### src/hw/spipm_pkg.sv
package spipm_pkg;

  localparam int DATA_W     = 16;
  localparam int FIFO_DEPTH = 4;
  localparam int FLAG_N     = 8;
  localparam int SS_IN_PIN  = 0;
  localparam int DIV_W      = 16;
  localparam int CNT_W      = 16;
  localparam int BIT_W      = 5;
  localparam int BYTE_MSB   = 7;

  localparam logic [BIT_W-1:0]  LEN_BYTE  = 5'h08;
  localparam logic [BIT_W-1:0]  LEN_WIDE  = 5'h10;
  localparam logic [DIV_W-1:0]  DIV_MIN   = 16'h0001;
  localparam logic [DATA_W-1:0] ZERO_WORD = 16'h0000;
  localparam logic [DATA_W-1:0] BYTE_MASK = 16'h00ff;
  localparam logic [CNT_W-1:0]  CNT_LAST  = 16'h0001;

  typedef enum logic [1:0] {
    ST_IDLE  = 2'b00,
    ST_LEAD  = 2'b01,
    ST_TRAIL = 2'b11,
    ST_SLV   = 2'b10
  } spipm_state_t;

  // First bit to go out of a word of either length.
  function automatic logic spipm_msb(input logic [DATA_W-1:0] w, input logic wide);
    spipm_msb = wide ? w[DATA_W-1] : w[BYTE_MSB];
  endfunction

endpackage

### src/hw/spi_port_master_slave.sv
// Behaviour
// - As master the serial clock runs at the system clock over twice the baud divisor, polarity and phase selectable.
// - Every word shifts out and shifts in at once, both timed by the serial clock.
// - As master the port drives its clock pin, sending on the master-out line and capturing the master-in line per pulse.
// - Under DMA as master words keep moving until the word count steps from one to zero, then stop.
// - The DMA engine serves one direction only, chosen by software when the engine is loaded.
// - As slave the port captures on the configured edges only once its slave-select input is asserted.
// - As slave with no transmit word ready the port sends a word of zeros.
// - The device offers one slave-select input and seven slave-select outputs per port, two ports in all.
// - Each port works as master or slave and survives several masters sharing the bus.
// - A DMA transfer raises an interrupt pulse at its end when the loaded block asks for it.
// - A next block queued by software carries on once a DMA transfer completes.
// - Once a transmit block is released the port requests memory words to fill its transmit buffer.
// - The slave-select input takes over its general flag pin when enabled; outputs take over only when enabled on an enabled port in master mode.
// - Each general flag pin has its own software direction when not claimed as a select.
`timescale 1ns/1ps

// ----------------------------------------------------------------------------
// Transmit FIFO
// ----------------------------------------------------------------------------
// Depth must be a power of two so that the pointers wrap on their own.
module spipm_fifo #(
  parameter int W = 16,
  parameter int D = 4
) (
  input  wire logic         clk,
  input  wire logic         rst_b,
  input  wire logic         inValid,
  input  wire logic [W-1:0] inData,
  output logic              inReady,
  output logic              outValid,
  output logic [W-1:0]      outData,
  input  wire logic         outReady
);
  localparam int AW = $clog2(D);
  localparam int CW = $clog2(D + 1);

  typedef struct packed {
    logic [D-1:0][W-1:0] mem;
    logic [AW-1:0]       wr;
    logic [AW-1:0]       rd;
    logic [CW-1:0]       cnt;
    logic                room;
    logic                avail;
  } spipm_fifo_st_t;

  spipm_fifo_st_t s;
  spipm_fifo_st_t next_s;
  logic           push;
  logic           pop;

  always_comb begin
    next_s = s;
    push = inValid && s.room;
    pop = outReady && s.avail;
    if (push) begin
      next_s.mem[s.wr] = inData;
      next_s.wr = s.wr + 1'b1;
    end
    if (pop) begin
      next_s.rd = s.rd + 1'b1;
    end
    if (push && !pop) begin
      next_s.cnt = s.cnt + 1'b1;
    end else if (pop && !push) begin
      next_s.cnt = s.cnt - 1'b1;
    end
    next_s.room = next_s.cnt != CW'(D);
    next_s.avail = next_s.cnt != '0;
  end

  always_ff @(posedge clk or negedge rst_b) begin
    if (!rst_b) begin
      s <= '0;
      s.room <= 1'b1;
    end else begin
      s <= next_s;
    end
  end

  assign inReady = s.room;
  assign outValid = s.avail;
  assign outData = s.mem[s.rd];
endmodule

// ----------------------------------------------------------------------------
// Serial port, master and slave, with DMA word counting
// ----------------------------------------------------------------------------
module spipm_port
  import spipm_pkg::*;
(
  input  wire logic              clk,
  input  wire logic              rst_b,
  input  wire logic              portEnable,
  input  wire logic              masterMode,
  input  wire logic              clkPol,
  input  wire logic              clkPhase,
  input  wire logic              wordWide,
  input  wire logic [DIV_W-1:0]  baudDivisor,
  input  wire logic              txValid,
  input  wire logic [DATA_W-1:0] txData,
  output logic                   txReady,
  output logic                   rxValid,
  output logic [DATA_W-1:0]      rxData,
  input  wire logic              rxReady,
  input  wire logic              blockLoad,
  input  wire logic [CNT_W-1:0]  blockWords,
  input  wire logic              blockDirTx,
  input  wire logic              blockIrqReq,
  output logic                   dmaActive,
  output logic [CNT_W-1:0]       dmaRemain,
  output logic                   dmaTxReq,
  output logic                   dmaDone,
  output logic                   dmaIrq,
  input  wire logic              slaveSelectInEnable,
  input  wire logic [FLAG_N-1:1] slaveSelectOutEnable,
  input  wire logic [FLAG_N-1:1] slaveSelectOutAssert,
  input  wire logic [FLAG_N-1:0] flagDir,
  input  wire logic [FLAG_N-1:0] flagOutValue,
  input  wire logic [FLAG_N-1:0] generalFlagIn,
  output logic [FLAG_N-1:0]      generalFlagOut,
  output logic [FLAG_N-1:0]      generalFlagOe_b,
  output logic [FLAG_N-1:0]      flagState,
  input  wire logic              serialClockIn,
  output logic                   serialClockOut,
  output logic                   serialClockOe_b,
  input  wire logic              mosiIn,
  output logic                   mosiOut,
  output logic                   mosiOe_b,
  input  wire logic              misoIn,
  output logic                   misoOut,
  output logic                   misoOe_b,
  output logic                   busy,
  output logic                   modeFault
);
  typedef struct packed {
    spipm_state_t      st;
    logic [DIV_W-1:0]  div;
    logic [DATA_W-1:0] tx;
    logic [DATA_W-1:0] rx;
    logic [DATA_W-1:0] rxData;
    logic [BIT_W-1:0]  bits;
    logic [2:0]        pinS1;
    logic [2:0]        pinS2;
    logic              sclkPrev;
    logic              selPrev;
    logic [FLAG_N-1:0] flagS1;
    logic [FLAG_N-1:0] flagS2;
    logic [FLAG_N-1:0] flagOut;
    logic [FLAG_N-1:0] flagOeB;
    logic              sclk;
    logic              mosi;
    logic              miso;
    logic              sclkOeB;
    logic              mosiOeB;
    logic              misoOeB;
    logic              rxValid;
    logic              busy;
    logic              fault;
    logic              dmaAct;
    logic              dmaDirTx;
    logic              dmaIrqEn;
    logic              dmaDone;
    logic              dmaIrq;
    logic              dmaTxReq;
    logic [CNT_W-1:0]  dmaCnt;
    logic [CNT_W-1:0]  pendCnt;
    logic              pend;
    logic              pendDirTx;
    logic              pendIrq;
  } spipm_st_t;

  spipm_st_t         s;
  spipm_st_t         next_s;
  logic              fifoInReady;
  logic              fifoOutValid;
  logic [DATA_W-1:0] fifoOutData;
  logic              popReq;
  logic [BIT_W-1:0]  len;
  logic [DIV_W-1:0]  half;
  logic              ssIn;
  logic              selected;
  logic              drive;
  logic              lead;
  logic              trail;
  logic              samp;
  logic              done;
  logic              load;
  logic              ob;
  logic              inPin;
  logic              sEdge;
  logic [DATA_W-1:0] word;

  spipm_fifo #(.W(DATA_W), .D(FIFO_DEPTH)) txFifo (
    .clk      (clk),
    .rst_b    (rst_b),
    .inValid  (txValid),
    .inData   (txData),
    .inReady  (fifoInReady),
    .outValid (fifoOutValid),
    .outData  (fifoOutData),
    .outReady (popReq)
  );

  always_comb begin
    next_s = s;
    next_s.pinS1 = {serialClockIn, mosiIn, misoIn};
    next_s.pinS2 = s.pinS1;
    next_s.sclkPrev = s.pinS2[2];
    next_s.flagS1 = generalFlagIn;
    next_s.flagS2 = s.flagS1;
    len = wordWide ? LEN_WIDE : LEN_BYTE;
    half = (baudDivisor == '0) ? DIV_MIN : baudDivisor;
    ssIn = slaveSelectInEnable && !s.flagS2[SS_IN_PIN];
    selected = ssIn && portEnable && !masterMode;
    drive = portEnable && masterMode && !s.fault;
    next_s.fault = (portEnable && masterMode && ssIn) || (s.fault && masterMode);
    word = fifoOutValid ? fifoOutData : ZERO_WORD;
    inPin = masterMode ? s.pinS2[0] : s.pinS2[1];
    sEdge = s.pinS2[2] != s.sclkPrev;
    ob = masterMode ? s.mosi : s.miso;
    lead = 1'b0;
    trail = 1'b0;
    load = 1'b0;
    popReq = 1'b0;
    if (rxReady) begin
      next_s.rxValid = 1'b0;
    end
    case (s.st)
      ST_IDLE: begin
        next_s.sclk = clkPol;
        if (drive && (fifoOutValid || (s.dmaAct && !s.dmaDirTx))) begin
          load = 1'b1;
          next_s.st = ST_LEAD;
        end else if (selected && !s.selPrev) begin
          load = 1'b1;
          next_s.st = ST_SLV;
        end
      end
      ST_LEAD, ST_TRAIL: begin
        if (!drive) begin
          next_s.st = ST_IDLE;
        end else if (s.div == half - DIV_MIN) begin
          next_s.div = '0;
          next_s.sclk = !s.sclk;
          lead = s.st == ST_LEAD;
          trail = s.st == ST_TRAIL;
          next_s.st = lead ? ST_TRAIL : ST_LEAD;
        end else begin
          next_s.div = s.div + DIV_MIN;
        end
      end
      ST_SLV: begin
        if (!selected) begin
          next_s.st = ST_IDLE;
        end else begin
          lead = sEdge && (s.pinS2[2] != clkPol);
          trail = sEdge && (s.pinS2[2] == clkPol);
        end
      end
      default: begin
        next_s.st = ST_IDLE;
      end
    endcase

    // Output changes on one edge, input is taken on the other.
    if (lead && clkPhase) begin
      ob = spipm_msb(s.tx, wordWide);
      next_s.tx = s.tx << 1;
    end
    if (trail && !clkPhase && s.bits != '0) begin
      next_s.tx = s.tx << 1;
      ob = spipm_msb(next_s.tx, wordWide);
    end
    samp = clkPhase ? trail : lead;
    if (samp) begin
      next_s.rx = {s.rx[DATA_W-2:0], inPin};
      next_s.bits = s.bits + 1'b1;
    end
    done = (s.st == ST_SLV) ? (samp && next_s.bits == len) : (trail && next_s.bits == len);
    if (done) begin
      next_s.rxData = wordWide ? next_s.rx : (next_s.rx & BYTE_MASK);
      next_s.rxValid = 1'b1;
      next_s.bits = '0;
      if (s.st == ST_SLV) begin
        load = 1'b1;
      end else begin
        next_s.st = ST_IDLE;
      end
    end
    if (load) begin
      next_s.tx = word;
      popReq = fifoOutValid;
      if (!done) begin
        next_s.rx = '0;
        next_s.bits = '0;
      end
      next_s.div = '0;
      ob = clkPhase ? 1'b0 : spipm_msb(word, wordWide);
    end
    if (masterMode) begin
      next_s.mosi = ob;
    end else begin
      next_s.miso = ob;
    end

    // DMA word count and queued block.
    next_s.dmaDone = 1'b0;
    next_s.dmaIrq = 1'b0;
    if (done && s.dmaAct) begin
      if (s.dmaCnt == CNT_LAST) begin
        next_s.dmaAct = 1'b0;
        next_s.dmaCnt = '0;
        next_s.dmaDone = 1'b1;
        next_s.dmaIrq = s.dmaIrqEn;
        if (s.pend) begin
          next_s.dmaAct = 1'b1;
          next_s.dmaCnt = s.pendCnt;
          next_s.dmaDirTx = s.pendDirTx;
          next_s.dmaIrqEn = s.pendIrq;
          next_s.pend = 1'b0;
        end
      end else begin
        next_s.dmaCnt = s.dmaCnt - CNT_LAST;
      end
    end
    if (blockLoad && blockWords != '0) begin
      if (!next_s.dmaAct) begin
        next_s.dmaAct = 1'b1;
        next_s.dmaCnt = blockWords;
        next_s.dmaDirTx = blockDirTx;
        next_s.dmaIrqEn = blockIrqReq;
      end else begin
        next_s.pend = 1'b1;
        next_s.pendCnt = blockWords;
        next_s.pendDirTx = blockDirTx;
        next_s.pendIrq = blockIrqReq;
      end
    end
    next_s.dmaTxReq = next_s.dmaAct && next_s.dmaDirTx && fifoInReady;

    next_s.sclkOeB = !drive;
    next_s.mosiOeB = !drive;
    next_s.misoOeB = !selected;
    next_s.selPrev = selected;
    next_s.busy = next_s.st != ST_IDLE;
    for (int i = 0; i < FLAG_N; i++) begin
      next_s.flagOut[i] = flagOutValue[i];
      next_s.flagOeB[i] = !flagDir[i];
    end
    if (slaveSelectInEnable) begin
      next_s.flagOeB[SS_IN_PIN] = 1'b1;
    end
    for (int i = 1; i < FLAG_N; i++) begin
      if (slaveSelectOutEnable[i] && portEnable && masterMode) begin
        next_s.flagOut[i] = !slaveSelectOutAssert[i];
        next_s.flagOeB[i] = 1'b0;
      end
    end
  end

  always_ff @(posedge clk or negedge rst_b) begin
    if (!rst_b) begin
      s <= '0;
      s.sclkOeB <= 1'b1;
      s.mosiOeB <= 1'b1;
      s.misoOeB <= 1'b1;
      s.flagOeB <= '1;
    end else begin
      s <= next_s;
    end
  end

  assign txReady = fifoInReady;
  assign rxValid = s.rxValid;
  assign rxData = s.rxData;
  assign dmaActive = s.dmaAct;
  assign dmaRemain = s.dmaCnt;
  assign dmaTxReq = s.dmaTxReq;
  assign dmaDone = s.dmaDone;
  assign dmaIrq = s.dmaIrq;
  assign generalFlagOut = s.flagOut;
  assign generalFlagOe_b = s.flagOeB;
  assign flagState = s.flagS2;
  assign serialClockOut = s.sclk;
  assign serialClockOe_b = s.sclkOeB;
  assign mosiOut = s.mosi;
  assign mosiOe_b = s.mosiOeB;
  assign misoOut = s.miso;
  assign misoOe_b = s.misoOeB;
  assign busy = s.busy;
  assign modeFault = s.fault;
endmodule

### config.mk
export PLATFORM = sky130hd
export DESIGN_NAME = spipm_port
export DESIGN_NICKNAME = d
export VERILOG_FILES = /design/src/hw/spipm_pkg.sv /design/src/hw/spi_port_master_slave.sv
export SDC_FILE = /design/constraint.sdc
export NUM_CORES = 1
export LEC_CHECK = 0
export ABC_AREA = 1
export BUFFER_PORTS_ARGS = -buffer_cell sky130_fd_sc_hd__buf_4
export CAP_MARGIN = 20
export CORE_AREA = 10 10 166 168
export DETAILED_ROUTE_END_ITERATION = 7
export DIE_AREA = 0 0 176 178
export GPL_TIMING_DRIVEN = 0
export HOLD_SLACK_MARGIN = 0.1
export PLACE_DENSITY = 0.8
export SKIP_CTS_REPAIR_TIMING = 1
export SYNTH_ARGS = -nofsm -noshare
export SYNTH_HDL_FRONTEND = slang
export SYNTH_SLANG_ARGS = --single-unit
### constraint.sdc
create_clock -name clk -period 3.8 [get_ports clk]
set_input_delay 0.76 -clock clk [delete_from_list [all_inputs] [get_ports clk]]
set_output_delay 0.76 -clock clk [all_outputs]
set_load 0.02 [all_outputs]
==> run_results.csv, run 1 <==
group,metric,value,unit
status,outcome,"finished, violations left",
status,violations,"negative setup slack",
placement,hpwl,22900,um
routing,num_vias,10751,
sta,fin_hold_ws,0.1334,ns
sta,slew_violations,0,
worst_setup_path,slowest_delay,0.23,ns
flow_run,cap_violations,0,
grt,grtUsageTotal,19.18,%
floorplan,coreArea,0.02411,mm2
synthesis,yosysMostFrequentCell,"nand2_1",
grt,grt_pass1_vias,10269,
synthesis,synth_area_leaders,"dfrtp_1, nand2_1, o21ai_0, inv_1, buf_4",
routing,drt_first_pass_iters,6,
cells_and_area,finalNonFillerCells,2041,
floorplan,die_y,178,um
routing,vias_per_cell,5.268,
synthesis,ys_warn_count,0,
sta,tightest_slew,0.8331,ns
pwr,p_leak,7.809,nW
clock_tree,clk_pin_slew,0.06,ns
synthesis,yosysUniqueCellTypes,51,
routing,wire_per_inst,16.38,um
grt,grt_pass1_wl,50160,um
worst_setup_path,critPathCaptureType,"flip-flop",
sta,hold_viol,0,
clock_tree,h-tree-depth,1,
routing,drc_errors,0,
grt,grt_overflow,0,
clock_tree,root_buffer,"clkbuf_16",
sta,timing.final.crit_share,107.8,%
sta,setup_viol,71,
sta,setup_tns,-13.60,ns
sta,fin_skew,0.01047,ns
synthesis,ys_seq_area_share,49.04,%
clock_tree,cts_tree,"yes",
worst_setup_path,path_common_cell,"nand2_2",
cells_and_area,layout.nets,1814,
cells_and_area,drive_gt1_share,29.70,%
floorplan,num_rows,57,
placement,dp.cells,1943,
min_path,hold_class,"input port to async pin",
synthesis,synth_cells,1447,
synthesis,syn-num-nets,1561,
pwr,p_per_area,551.7,mW/mm2
synthesis,yosys.area.top_type_share,46.61,%
grt,antenna_found_initial,0,
worst_setup_path,slowest_stage,"nor3_4",
floorplan,initial_utilization,49.44,%
clock_tree,clockBufferDepth,3,
synthesis,synth_edf_count,0,
clock_tree,clk_latency,0.52,ns
routing,routed_wl,33430,um
sta,period_needed,4.098,ns
synthesis,syn_area_per_cell,8.236,um2
clock_tree,cts.sinks,233,
worst_setup_path,critPathTopFamily,"simple AND/OR/NAND/NOR gates",
synthesis,synth_ff_type,"dfrtp_1",
sta,fin_ws,-0.2976,ns
cells_and_area,n_antenna_cell,0,
worst_setup_path,path_buf_inv,6,
synthesis,async_flop_share,100.0,%
sta,rsz0062_at_grt,"true",
floorplan,ios,172,
pwr,power,8.729,mW
synthesis,synthTopCellsByCount,"nand2_1, dfrtp_1, inv_1, o21ai_0, nor2_1",
synthesis,syn-cell-area,0.01192,mm2
pwr,ir_worst_vdd,0.3531,mV
cells_and_area,syn_to_final_growth,32.75,%
worst_setup_path,path_max_fanout,9,
routing,first_iter_violations,997,
floorplan,design.die.area,0.03133,mm2
worst_setup_path,worstPathRequired,4.18,ns
placement,port-buffer-count,170,
clock_tree,numCtsBuffers,25,
routing,drtAntennaViolNets,0,
sta,slew_headroom,44.46,%
worst_setup_path,arrival,4.48,ns
sta,fmax,244.0,MHz
worst_setup_path,cp-start-kind,"input port",
synthesis,synth_top_cell_by_area,"dfrtp_1",
worst_setup_path,critPathKind,"input port to flip-flop",
floorplan,fp.dieW,176,um
placement,place.gp.congestion,0.9229,
synthesis,ys_seq_elements,233,
grt,grt_start_max_net_pins,107,
[sequential cells by signal, indices dropped and copies added (netlist names)]
| signal | cells |
|---|---|
| flagState | 8 |
| busy | 1 |
| s | 80 |
| serialClockOut | 1 |
| rxData | 16 |
| txFifo.outValid | 1 |
| dmaIrq | 1 |
| mosiOe_b | 1 |
| dmaRemain | 16 |
| mosiOut | 1 |
| dmaDone | 1 |
| next_s | 12 |
| txFifo.inReady | 1 |
| generalFlagOe_b | 8 |
| generalFlagOut | 8 |
| txFifo.s | 71 |
| dmaTxReq | 1 |
| misoOut | 1 |
| rxValid | 1 |
| misoOe_b | 1 |
| modeFault | 1 |
| dmaActive | 1 |
[cells by family after synthesis]
group | Yosys count | share of synthesized area (%)
mux | 14 | 1.176
xor+xnor | 43 | 3.160
compound gates | 271 | 13.23
flops | 233 | 49.04
fa+ha+maj | 12 | 1.260
buf+inv | 277 | 10.91
simple gates | 597 | 21.23
[area by class of cell]
cell class              count  area, um2
multi-input cells         938       5415
plain buffers             103      752.0
inverters                 173      671.9
flip-flops and latches    233       5844
well taps                 324      405.4
fillers                  1987       8285
clock inverters             6      133.9
clock buffers              38      724.4
repair buffers            226       1873
[stage by stage]
stage | instance area (um2) | setup WS (ns) | utilization (%)
final | 15820 | -0.2976 | 65.63
after global routing | 15820 | -0.5010 | 65.63
after CTS | 14620 | -0.5837 | 60.64
after detailed placement | 13760 | -1.105 | 57.08
after global placement | 13700 | -1.015 | 56.82
after floorplan | 12020 | -0.1758 | -
[cells in the final DEF, fill, tap and decap left out, types with 5 or more instances in the layout]
master     count
nand2_1      309
buf_4        264
dfrtp_1      222
inv_1        164
o21ai_0      130
nor2_1        93
nand3_1       50
nand2_2       42
clkbuf_1      35
xor2_1        32
o21ai_1       28
clkbuf_16     28
a21oi_1       25
buf_6         21
o21ai_2       20
nand2_4       18
nand4_1       15
nor2_2        14
nor3_1        14
mux2i_1       14
nand3_2       12
a32o_1        11
ha_1          11
dfstp_2       11
o22ai_2       10
xnor2_1        9
o22ai_1        9
o32ai_1        9
nor2_4         8
buf_8          7
nand3_4        5
clkbuf_8       5
[final timing paths]
check,from,endpoint,slack (ns),depth (start not counted)
min,rst_b,txFifo.s[20],0.13,1
min reg2reg,next_s[70],flagState[4],0.34,0
max in group asynchronous,rst_b,generalFlagOe_b[3],2.44,3
max reg2reg,modeFault,s[18],0.24,19
min in group clk,next_s[70],flagState[4],0.34,0
max,baudDivisor[2],s[18],-0.30,32
[routing by layer]
layer	track usage (%)	wire length, um	part of all wire, %
met5	0	0	0
met2	33.56	16770	50
met3	3.362	2124	6.4
met1	23.86	13850	41
met4	5.475	691	2.1
[power by group]
group / internal (mW) / leakage (nW) / switching (mW)
Sequential: 3.05 / 2.93 / 0.368
Combinational: 1.10 / 4.46 / 1.67
Clock: 1.58 / 0.418 / 0.965
Note: power is estimated with default switching activity, not from simulation.
==> run 2: changes to the inputs <==
Settings changed: SKIP_CTS_REPAIR_TIMING 1 to unset.
==> run 2 against run 1 <==
Effect of this change:
- first-iteration DRC count decreased by 6.6%
- die area unchanged
- critical path type unchanged
- the flow still finishes with violations (negative setup slack)
- sequential power about the same
- largest power group unchanged
- worst setup slack improved by 0.20 ns
==> run_results.csv, run 2 (synthesized netlist as in run 1, its figures left out) <==
group,metric,value,unit
worst_setup_path,critPathKind,"input port to flip-flop",
grt,grt_overflow,0,
cells_and_area,largestRegisters,"s x80, txFifo.s x71",
routing,drc_errors,0,
pwr,p_leak,7.717,nW
floorplan,fp.dieW,176,um
worst_setup_path,arrival,4.33,ns
sta,fin_hold_ws,0.1395,ns
routing,drt_first_pass_iters,6,
sta,setup_viol,37,
worst_setup_path,worstPathRequired,4.24,ns
cells_and_area,final_common_cell,"nand2_1",
clock_tree,cts_hold_buf,0,
clock_tree,root_buffer,"clkbuf_16",
pwr,ir_worst_vdd,0.3392,mV
floorplan,coreArea,0.02411,mm2
sta,fmax,256.6,MHz
worst_setup_path,path_max_fanout,10,
routing,vias_per_cell,5.266,
placement,hpwl,22900,um
sta,fin_ws,-0.09772,ns
worst_setup_path,cp-start-kind,"input port",
grt,grtUsageTotal,19.57,%
sta,period_needed,3.898,ns
cells_and_area,n_antenna_cell,0,
floorplan,die_y,178,um
routing,wire_per_inst,16.31,um
grt,grt_start_max_net_pins,107,
sta,setup_tns,-2.139,ns
cells_and_area,drive_gt1_share,27.26,%
routing,first_iter_violations,931,
floorplan,num_rows,57,
placement,place.gp.congestion,0.9229,
status,outcome,"finished, violations left",
cells_and_area,fin_area,0.01551,mm2
floorplan,initial_utilization,49.44,%
sta,fin_skew,0.01197,ns
cells_and_area,largest_register,"s",
clock_tree,clockBufferDepth,3,
cells_and_area,syn_to_final_growth,30.18,%
floorplan,design.die.area,0.03133,mm2
sta,slew_headroom,45.70,%
cells_and_area,largest_reg_flops,80,
min_path,hold_class,"input port to async pin",
clock_tree,numCtsBuffers,25,
grt,grt_pass1_wl,51160,um
cells_and_area,final_util,64.36,%
grt,antenna_found_initial,0,
cells_and_area,final_cell_mix,"nand2_1, buf_4, dfrtp_1",
sta,timing.final.crit_share,102.6,%
sta,slew_violations,0,
clock_tree,clk_latency,0.52,ns
sta,hold_viol,0,
clock_tree,cts.sinks,233,
flow_run,cap_violations,0,
clock_tree,cts_tree,"yes",
routing,num_vias,10669,
routing,routed_wl,33040,um
status,violations,"negative setup slack",
worst_setup_path,critPathCaptureType,"flip-flop",
routing,drtAntennaViolNets,0,
grt,grt_pass1_vias,10443,
clock_tree,clk_pin_slew,0.06,ns
placement,dpl-instance-area,0.01376,mm2
placement,port-buffer-count,170,
sta,rsz0062_at_grt,"true",
pwr,p_per_area,548.8,mW/mm2
floorplan,ios,172,
clock_tree,h-tree-depth,1,
cells_and_area,layout.nets,1799,
sta,tightest_slew,0.8145,ns
==> run 2: changes by cell type in the layout (fill, tap and decap cells not counted), sizes merged <==
cell / before / now
inv: 169 / 170
clkinvlp: 2 / 1
buf: 298 / 280
clkbuf: 69 / 72
==> run 2: layout make-up <==
class,count,area [um2]
Timing Repair Buffer,212,1794
Inverter,173,655.6
Tap cell,324,405.4
Multi-Input combinational cell,938,5236
Clock buffer,38,724.4
Buffer,102,720.7
Clock inverter,6,133.9
Fill cell,2027,8591
Sequential cell,233,5844
==> run 2: routing by layer <==
| layer | vias to the layer above | wire (um) | global-route usage [%] |
|---|---|---|---|
| li1 | 5116 | - | - |
| met1 | 5080 | 13630 | 24.21 |
| met2 | 402 | 16360 | 34.48 |
| met3 | 71 | 2294 | 3.340 |
| met4 | 0 | 763 | 5.616 |
| met5 | - | 0 | 0 |
==> run 2: timing repair <==
action,in CTS,in global routing
gates cloned,2,6
pin swaps,26,38
buffers inserted,16,17
gates resized for setup,44,122
setup endpoints to repair,102,110
==> run 2: worst max-delay path, stage by stage <==
cell and delay, ns:
buf_6 0.10, nor2_4 0.11, nand2_2 0.08, nor2_2 0.11
nand2_2 0.09, nand2_4 0.08, inv_2 0.04, ha_4 0.17
nand2_8 0.09, xor2_2 0.17, or2_4 0.16, nand2_2 0.05
nor2_2 0.12, nand3_2 0.10, nor2_4 0.20, nand3_2 0.10
nand2_2 0.10, nand3_4 0.14, nand3_2 0.13, nand2_2 0.08
nor3_4 0.24, nand2_4 0.11, nor2_8 0.16, nand2_4 0.10
o21ai_4 0.23, nand2_4 0.14, buf_6 0.20, o21ai_1 0.14
==> run 2: through the flow <==
stage,setup slack (ns),power [mW],cells
3_5_place_dp,-1.105,5.785,1943
4_1_cts,0.003340,8.384,2004
2_1_floorplan,-0.1758,4.935,1447
6_report,-0.09772,8.514,2026
5_1_grt,-0.3003,9.029,2026
3_3_place_gp,-1.015,5.680,1941
==> run 2: power breakdown <==
part / internal [mW] / total [mW] / switching, mW
clock: 1.58 / 2.54 / 0.965
combinational: 1.01 / 2.56 / 1.55
sequential: 3.05 / 3.41 / 0.361
total: 5.63 / 8.51 / 2.88
==> run 2: path summary, 6_finish.rpt <==
check,end,startpoint,depth (start not counted),slack (ns)
max,dmaRemain[10],baudDivisor[3],28,-0.1
min,txFifo.s[20],rst_b,1,0.14
max reg2reg,dmaRemain[10],modeFault,18,0.30
min reg2reg,flagState[4],next_s[70],0,0.34
max in group asynchronous,generalFlagOe_b[4],rst_b,3,2.44
min in group clk,flagState[4],next_s[70],0,0.34
